### config.mk
export PLATFORM = sky130hd
export DESIGN_NAME = ftm_input_mapper
export DESIGN_NICKNAME = d
export VERILOG_FILES = /design/src/shared/ftm_pkg.sv /design/src/hdl/ftm_input_mapper.sv
export SDC_FILE = /design/constraint.sdc
export NUM_CORES = 2
export LEC_CHECK = 0
export ABC_AREA = 1
export CORE_UTILIZATION = 60
export DETAILED_ROUTE_END_ITERATION = 8
export DONT_BUFFER_PORTS = 1
export PLACE_DENSITY_LB_ADDON = 0.12
export SLEW_MARGIN = 20
export SYNTH_ARGS = -nofsm -noshare
export SYNTH_HDL_FRONTEND = slang
export SYNTH_SLANG_ARGS = --single-unit
### constraint.sdc
create_clock -name clk -period 88.3 [get_ports clk]
set_input_delay 8.83 -clock clk [delete_from_list [all_inputs] [get_ports clk]]
set_output_delay 8.83 -clock clk [all_outputs]
set_load 0.02 [all_outputs]
### src/shared/ftm_pkg.sv
// constants for the flexible tdm input byte mapper
// assumes word-wide apb access with byte address = 4 * register index
package ftm_pkg;

    ////////////////////////////////////////////////////////////////////////
    // register map (indices; byte address is four times the index)
    localparam logic [15:0] MAP_BASE_IDX = 16'hf300; // first map entry
    localparam logic [15:0] MAP_LAST_IDX = 16'hf33f; // last map entry
    localparam logic [15:0] STAT_IDX = 16'hf340;     // frame status
    localparam int ADDR_W = 18;                      // apb byte address
    localparam int IDX_LSB = 2;                      // word index low bit

    ////////////////////////////////////////////////////////////////////////
    // mapping entry fields
    localparam int ENTRY_W = 8;             // stored entry bits
    localparam int ENABLE_BIT = 7;          // slot enable
    localparam int REVERSE_BIT = 6;         // bit order mirror
    localparam int PIN_BIT = 5;             // source pin select
    localparam int POS_HI = 4;              // channel position msb
    localparam int POS_LO = 2;              // channel position lsb
    localparam int LANE_HI = 1;             // byte lane msb
    localparam int LANE_LO = 0;             // byte lane lsb
    localparam logic [ENTRY_W-1:0] ENTRY_RST = 8'h00; // entry reset

    ////////////////////////////////////////////////////////////////////////
    // stream geometry
    localparam int SLOTS = 64;              // byte slots per frame
    localparam int CHANS = 16;              // assembled channels
    localparam int CHAN_W = 32;             // channel width
    localparam int BYTE_W = 8;              // slot width
    localparam int LANES = 4;               // bytes per channel
    localparam int BIT_CNT_W = 9;           // bits per frame counter
    localparam logic [2:0] LAST_BIT = 3'h7; // last bit of a byte
    localparam int FRAME_CNT_W = 16;        // status frame counter
    localparam int CHAN_BASE_A = 32;        // channel number of pin a base
    localparam int CHAN_BASE_B = 40;        // channel number of pin b base

endpackage : ftm_pkg

### src/hdl/ftm_input_mapper.sv
// flexible tdm input byte mapper: apb map registers, pin sampling,
// byte assembly into sixteen 32-bit input channels
// assumes bit clock and frame sync arrive on pins much slower than clk
`timescale 1ns/100ps

module ftm_input_mapper
    import ftm_pkg::*;
#(
    parameter int NUM_SLOTS = SLOTS,    // map entries
    parameter int NUM_CHANS = CHANS     // assembled channels
) (
    // clock and reset
    input wire logic clk,
    input wire logic sys_rst,
    // apb slave
    input wire logic psel,
    input wire logic penable,
    input wire logic pwrite,
    input wire logic [ADDR_W-1:0] paddr,
    input wire logic [31:0] pwdata,
    output logic [31:0] prdata,
    output logic pready,
    output logic pslverr,
    // serial pins
    input wire logic bitClk,
    input wire logic frameSync,
    input wire logic flex_serial_input_a,
    input wire logic flex_serial_input_b,
    // channel side toward the core
    output logic [NUM_CHANS*CHAN_W-1:0] chanData,
    output logic chanUpdate
);

    ////////////////////////////////////////////////////////////////////////
    // state
    typedef struct packed {
        logic [3:0] sync1;                          // first sync stage
        logic [3:0] sync2;                          // second sync stage
        logic bitClkPrev;                           // bit clock history
        logic fsPrev;                               // sync at last bit edge
        logic inFrame;                              // frame under way
        logic framed; // a frame start was seen
        logic [BIT_CNT_W-1:0] bitCnt;               // bit within frame
        logic [BYTE_W-1:0] shiftA;                  // pin a shifter
        logic [BYTE_W-1:0] shiftB;                  // pin b shifter
        logic [NUM_SLOTS-1:0][ENTRY_W-1:0] slotMap; // map entries
        logic [NUM_CHANS-1:0][CHAN_W-1:0] build;    // channels in progress
        logic [NUM_CHANS*CHAN_W-1:0] chanOut;       // published channels
        logic chanPulse;                            // publish pulse
        logic [FRAME_CNT_W-1:0] frameCnt;           // frames seen
        logic [31:0] rdata;                         // apb read data
        logic ready;                                // apb ready
        logic slvErr;                               // apb error
    } ftm_state_t;

    ftm_state_t st_q; // registered state
    ftm_state_t st_d; // next state

    ////////////////////////////////////////////////////////////////////////
    // helpers
    // mirror byte bit order
    // swaps the msb and lsb ends of a slot byte before it is stored
    function automatic logic [BYTE_W-1:0] mirror(
        input logic [BYTE_W-1:0] b
    );
        logic [BYTE_W-1:0] r;
        r = '0;
        for (int i = 0; i < BYTE_W; i++) begin
            r[i] = b[BYTE_W-1-i];
        end
        return r;
    endfunction

    // word index of the apb address
    logic [15:0] idx; // register index
    assign idx = paddr[ADDR_W-1:IDX_LSB];

    // map hit and entry number
    // entries sit at consecutive indices from the map base
    logic mapHit; // index inside map window
    logic statHit; // status register
    logic [5:0] entryNo; // entry addressed
    assign mapHit = (idx >= MAP_BASE_IDX) && (idx <= MAP_LAST_IDX);
    assign statHit = (idx == STAT_IDX);
    assign entryNo = 6'(idx - MAP_BASE_IDX);

    ////////////////////////////////////////////////////////////////////////
    // next state
    always_comb begin
        logic bitRise;
        logic frameStart;
        logic [BIT_CNT_W-1:0] cnt;
        logic [BYTE_W-1:0] nextA;
        logic [BYTE_W-1:0] nextB;
        logic [ENTRY_W-1:0] ent;
        logic [BYTE_W-1:0] slotByte;
        logic [3:0] ch;
        logic [1:0] lane;
        bitRise = 1'b0;
        frameStart = 1'b0;
        cnt = '0;
        nextA = '0;
        nextB = '0;
        ent = '0;
        slotByte = '0;
        ch = '0;
        lane = '0;
        st_d = st_q;
        st_d.chanPulse = 1'b0;

        // pin synchronisers: bitClk, frameSync, a, b
        // only the second stage feeds logic; the first may be metastable
        // all four pins share stages, so data and sync stay aligned
        st_d.sync1 = {bitClk, frameSync, flex_serial_input_a,
                      flex_serial_input_b};
        st_d.sync2 = st_q.sync1;
        // one-clk pulse on a rise of the synchronised bit clock
        st_d.bitClkPrev = st_q.sync2[3];
        bitRise = st_q.sync2[3] && !st_q.bitClkPrev;

        // serial side, one step per bit clock rising edge
        if (bitRise) begin
            st_d.fsPrev = st_q.sync2[2];
            frameStart = st_q.sync2[2] && !st_q.fsPrev;
            nextA = {st_q.shiftA[BYTE_W-2:0], st_q.sync2[1]};
            nextB = {st_q.shiftB[BYTE_W-2:0], st_q.sync2[0]};
            st_d.shiftA = nextA;
            st_d.shiftB = nextB;
            if (frameStart) begin
                // publish last frame, start a clean build
                // inFrame drops after bit 511, so it cannot tell whether
                // a frame was ever built; framed stays set from then on
                if (st_q.framed) begin
                    // previous frame complete or cut short: hand it over
                    st_d.chanOut = st_q.build;
                end
                st_d.chanPulse = st_q.framed;
                st_d.framed = 1'b1;
                // lanes no enabled slot writes this frame read zero
                st_d.build = '0;
                st_d.inFrame = 1'b1;
                st_d.frameCnt = st_q.frameCnt + 1'b1;
                cnt = '0;
            end else begin
                cnt = st_q.bitCnt;
            end
            if (st_d.inFrame) begin
                if (cnt[2:0] == LAST_BIT) begin
                    // byte complete: slot number is the byte index
                    ent = st_q.slotMap[cnt[BIT_CNT_W-1:3]];
                    slotByte = ent[PIN_BIT] ? nextB : nextA;
                    if (ent[REVERSE_BIT]) begin
                        slotByte = mirror(slotByte);
                    end
                    ch = {ent[PIN_BIT], ent[POS_HI:POS_LO]};
                    lane = ent[LANE_HI:LANE_LO];
                    // a disabled slot leaves its lane untouched
                    // two slots on one lane: the later slot wins
                    if (ent[ENABLE_BIT]) begin
                        // lane 0 is the top byte
                        st_d.build[ch][(2'h3 - lane)*BYTE_W +: BYTE_W] =
                            slotByte;
                    end
                end
                st_d.bitCnt = cnt + 1'b1;
                // last bit of the frame ends it until the next sync
                // later bits are ignored until the next sync rise
                if (cnt == {BIT_CNT_W{1'b1}}) begin
                    st_d.inFrame = 1'b0;
                end
            end
        end

        // apb: answer in the access phase, act at its completing edge
        // read data is captured at setup, so it stands exactly while
        // pready is high; no wait state is ever inserted
        st_d.ready = 1'b0;
        st_d.slvErr = 1'b0;
        if (psel && !penable) begin
            st_d.ready = 1'b1;
            st_d.slvErr = !(mapHit || statHit);
            if (mapHit) begin
                st_d.rdata = {24'h000000, st_q.slotMap[entryNo]};
            end else if (statHit) begin
                st_d.rdata = {15'h0000, st_q.inFrame, st_q.frameCnt};
            end else begin
                st_d.rdata = 32'h00000000;
            end
        end
        // writes land only at the completing edge; bits 31:8 dropped,
        // status and unmapped indices are not writable
        if (psel && penable && st_q.ready && pwrite && mapHit) begin
            st_d.slotMap[entryNo] = pwdata[ENTRY_W-1:0];
        end
    end

    ////////////////////////////////////////////////////////////////////////
    // state register
    // reset loads constants only; every entry starts disabled
    always_ff @(posedge clk or posedge sys_rst) begin
        if (sys_rst) begin
            st_q <= '0;
            st_q.slotMap <= {NUM_SLOTS{ENTRY_RST}};
        end else begin
            st_q <= st_d;
        end
    end

    ////////////////////////////////////////////////////////////////////////
    // outputs straight from flops
    // each output is one field of the state register, no logic
    assign prdata = st_q.rdata;
    assign pready = st_q.ready;
    assign pslverr = st_q.slvErr;
    assign chanData = st_q.chanOut;
    assign chanUpdate = st_q.chanPulse;

endmodule // ftm_input_mapper

Yosys cells after proc, flatten, opt, wreduce, memory -nomap -nowiden
Cells that the tools add are included.
{ "totals": {"regBits": 1607, "in_bits": 59, "output_inout_bits": 547, "wordCells": 163} }
{ "op_classes": {"add_sub_neg": 5, "magnitude_cmp": 7, "n_eq_ne": 5, "shift": 2, "n_mux": 31, "reduce_logical": 18} }
{ "ops": {"columns": ["cell", "n"], "rows": [
  ["two-way mux 1041 bit", 2],
  ["two-way mux 512 bit", 4],
  ["bitwise mux 512 bit", 2],
  ["demux 32 bit (select 4 bit)", 1],
  ["binary-select mux 8 bit (select 6 bit)", 2],
  ["two-way mux 8 bit", 8],
  ["two-way mux 17 bit", 3],
  ["demux 8 bit (select 6 bit)", 1],
  ["negation 32 -> 34 bit", 1],
  ["variable shift 8 x 34 -> 32 bit (first input constant)", 1],
  ["variable part select 8 x 34 -> 32 bit", 1],
  ["two-way mux 32 bit", 1],
  ["two-way mux 9 bit", 2],
  ["adder 16 x 1 -> 16 bit (second input constant)", 1],
  ["equality test 16 bit (second input constant)", 1],
  [">= comparator 16 bit (second input constant)", 1],
  ["<= comparator 16 bit (second input constant)", 1],
  ["less-than comparator 6 x 7 -> 1 bit (second input constant)", 2],
  ["logical AND 1 bit", 10],
  ["adder 9 x 1 -> 9 bit (second input constant)", 1],
  ["equality test 9 bit (second input constant)", 1],
  [">= comparator 6 x 1 -> 1 bit (second input constant)", 1],
  ["two-way mux 2 bit", 3],
  ["subtractor 6 x 1 -> 6 bit (second input constant)", 1],
  ["other kinds (11)", 16]
]} }

Longest topological paths before layout
{ "logic_depth": {"ltp_word": 16, "depth_mapped": 26, "depth_no_buf": 20} }

Least setup slack after synthesis
No wires, ideal clock.
{ "synth_timing": {"kind": "input to register", "from": "in paddr[13]", "to": "reg st_q[1203] (netlist name)", "setup_ps": 133, "arrival_ps": 10783, "required_ps": 88167, "slack_ps": 77384, "stages": 13, "n_path_buf": 1, "path_cell_list": "nor2_1 -> nand3_1 -> nor2_1 -> inv_1 -> nor2_1 -> inv_1 -> nor3_2 -> nand3_1 -> nor2_1 -> nand2_1 -> clkbuf_1 -> nand2_1 -> o21ai_0"} }
{ "synth_between": {"elab_chain_len": 3, "word_cells_on_any_way": 4, "classes_between": "2 x order compare; 2 x reduce/logical"} }
{ "synth_lines": {"columns": ["element", "line", "text"], "rows": [
  ["from (decl)", "ftm_input_mapper.sv:19", "input wire logic [ADDR_W-1:0] paddr,"],
  [">= comparator 16 bit / <= comparator 16 bit (equally long branches)", "ftm_input_mapper.sv:83", "assign mapHit = (idx >= MAP_BASE_IDX) && (idx <= MAP_LAST_IDX);"],
  ["logical AND 1 bit *", "ftm_input_mapper.sv:83", null],
  ["logical AND 1 bit *", "ftm_input_mapper.sv:192", "if (psel && penable && st_q.ready && pwrite && mapHit) begin"],
  ["to (signal assigned)", "ftm_input_mapper.sv:205", "st_q <= st_d;"],
  ["to (decl)", "ftm_input_mapper.sv:56", "ftm_state_t st_q;"]
]} }
Mark *: on every way between the ends. The rest lies on a longest branch, timed or not.
A chain may end at the register's enable or synchronous reset.

Worst setup path after layout
{ "layout_timing": {"from": "in paddr[13]", "to": "reg st_q[1129] (netlist name)"} }
Same word-level chain as after synthesis.

==> metrics.cfg <==
[setup_path]
worst_setup_path_end_kind=flip-flop
critPathKind=in2reg
cp_cell_sequence=nor2_1 -> nand3_1 -> nor2_1 -> inv_1 -> nor2_1 -> inv_1 -> nor3_2 -> nand3_1 -> nor2_1 -> nand2_1 -> nand2_1 -> o21ai_0
cpPeakStageDelay_ps=1270
cp.arrival_ps=12880
timing.critical_path.mode_cell=nor2_1
setup.worst_path.start_class=input pin
slowest_stage=nor2_1
worstPathRequired_ps=88950
cp_max_fo=16

[detailed_routing]
drt_first_pass_iters=9
drc=0
vias_per_cell=5.96
met3_length_um=30100
drt_iter0_markers=9234
drt-met1-wl_um=100000
wl_met2_um=110000
routedWlPerCell_um=22.3
antenna_left=0
routed-via-count=68700
drt_wl_total_um=257000
routed.top_layer=met5

[synth]
ys_types=46
yosysTopAreaCell=dfrtp_1
syn_area_mm2=0.0804
synth.top_cell.area_share_pct=50.0
ys_ff_latch=1607
synth-async-reset-ratio_pct=100
synth_area_per_cell_um2=7.66
synthMostInstantiatedCell=nand2_1
synthCells=10500
synthTopCellsByCount=4,499 x nand2_1, 1,607 x dfrtp_1, 958 x o21ai_0, 714 x nand3_1, 575 x buf_4
yosysWarningCount=0
synth_edf_count=0
ys_seq_area_share_pct=50.0
ys_top_cells_by_area=dfrtp_1 50%, nand2_1 21%, o21ai_0 6.0%, buf_4 5.4%, nand3_1 4.4%
ys.flop_type=dfrtp_1

[floorplan]
fp-row-count=133
ios=606
die_w_um=368
die_h_um=368
design.die.area_mm2=0.135
core_area_mm2=0.132
initial_core_util_pct=60.8

[global_routing]
antenna_found_initial=5
grt_use_total_pct=37.5
overflow=0
grt_pass1_wl_um=388000
grt_max_degree=256
grt_pass1_vias=63300

[timing]
slew_violations=0
hold_violations=0
post-route-period-util_pct=13.8
finalSetupTns_ps=0
rsz0062_at_grt=no
finalHoldWorstSlack_ps=347
fmax_mhz=81.8
min_period_ps=12230
finalSetupViolCount=0
fin_worst_skew_ps=31.9
slew_headroom_pct=3.83
tightestPinTransition_ps=1440

[clocking]
cts_tree=done
cts-resized-gates=0
root_buffer=clkbuf_16
postCtsSetupRepairBufs=0
clockBufferDepth=3
path_clk_slew_ps=60
clkLatencyLatePin_ps=830
cts.sinks=1607
hold_buffers=0
cts_buffers=169
ctsHtreeMaxLevel=4

[power]
power_density_mw_per_mm2=19.1
ir_worst_vdd_mv=0.0160
total_leakage_power_nw=39.0

[layout]
seq_area_mm2=0.0402
area_delta_synth_final_pct=3.13
nFillCells=11600
drive_above_1_share_pct=5.96
nets=9693
multi_input_area_mm2=0.0318
post-route-util_pct=62.7

[hold_path]
hold_class=reg2reg

[placement]
portBuffers=0
place_congestion=0.936
dp_hpwl_um=158000

[job]
cap_violations=0

[run_status]
status=finished clean

[layer usage]
| metal | vias up | global-route usage (%) |
|---|---|---|
| met5 | - | 0 |
| met4 | 6 | 22.4 |
| met3 | 803 | 10.5 |
| met2 | 3848 | 54.1 |
| met1 | 32700 | 50.3 |
| li1 | 31300 | - |
[through the flow]
step | worst slack (ps) | power [mW] | cell area, um2 | instances
final | 76070 | 1.58 | 82900 | 11500
after global routing | 76050 | 1.62 | 82900 | 11500
after CTS | 76370 | 1.59 | 82800 | 11500
after detailed placement | 75510 | 0.848 | 77000 | 11200
after global placement | 75580 | 0.847 | 77000 | 11200
after floorplan | 34120 | 0.819 | 80400 | 10500
[where the power goes]
part,total [mW],switching (mW),internal (mW)
clock network,0.746,0.311,0.435
logic,0.0934,0.0825,0.0109
registers,0.744,0.00398,0.740
[worst max-delay path, delay by kind of cell]
| family | cells | cell delay, ps |
|---|---|---|
| compound gates | 1 | 110 |
| buf+inv | 2 | 130 |
| simple gates | 9 | 3800 |
[state kept, by name, summed over array words and instances, names as in the netlist]
register / flops
chanUpdate: 1
pslverr: 1
prdata: 17
st_q: 1070
pready: 1
chanData: 512
st_d: 5
[cell usage in the layout (no fill, tap or decap), drive strengths merged, types with 18 or more instances in the layout]
| cell | Yosys | layout |
|---|---|---|
| nor3 | 18 | 18 |
| buf | 727 | 118 |
| inv | 455 | 459 |
| a221oi | 69 | 69 |
| a21oi | 319 | 319 |
| nand4 | 73 | 73 |
| nand3 | 754 | 754 |
| xor2 | 18 | 18 |
| nand2 | 4518 | 4518 |
| clkbuf | 446 | 250 |
| a22oi | 63 | 63 |
| nor2 | 302 | 302 |
| clkinv | 14 | 54 |
| dfrtp | 1607 | 1607 |
| o21ai | 1021 | 1021 |
[cells by family (layout without fill, tap and decap cells)]
logic type	Yosys count	after routing	share of synthesized area, %
adders and majority gates	9	9	0.140
and+or+nand+nor	5672	5672	28.6
buffers and inverters	1642	900	10.6
AOI/OAI and AO/OA	1539	1539	10.4
muxes	7	7	0.0872
other	1	16	0.00466
DFF	1607	1607	50.0
xor gates and xnor gates	18	18	0.196
[layout make-up]
| class | count | area share (%) |
|---|---|---|
| Inverter | 469 | 2.16 |
| Clock buffer | 250 | 6.06 |
| Timing Repair Buffer | 118 | 1.28 |
| Tap cell | 1755 | 2.65 |
| Antenna cell | 1 | 0.00302 |
| Clock inverter | 63 | 0.969 |
| Multi-Input combinational cell | 7260 | 38.4 |
| Sequential cell | 1607 | 48.5 |
[path summary, 6_finish.rpt]
| check | slack (ps) | to | startpoint | depth (start not counted) |
|---|---|---|---|---|
| worst max-delay path | 76070 | st_q[1129] | paddr[13] | 12 |
| worst min-delay path | 350 | st_q[1616] | st_d[1616] | 0 |
| worst max register to register | 79110 | st_q[713] | st_q[1618] | 20 |
| worst min register to register | 350 | st_q[1616] | st_d[1616] | 0 |
| max in group asynchronous | 77190 | st_q[786] | sys_rst | 5 |
| min in group asynchronous | 8010 | chanData[463] | sys_rst | 1 |
No activity file was read; power rests on OpenSTA's default activity.
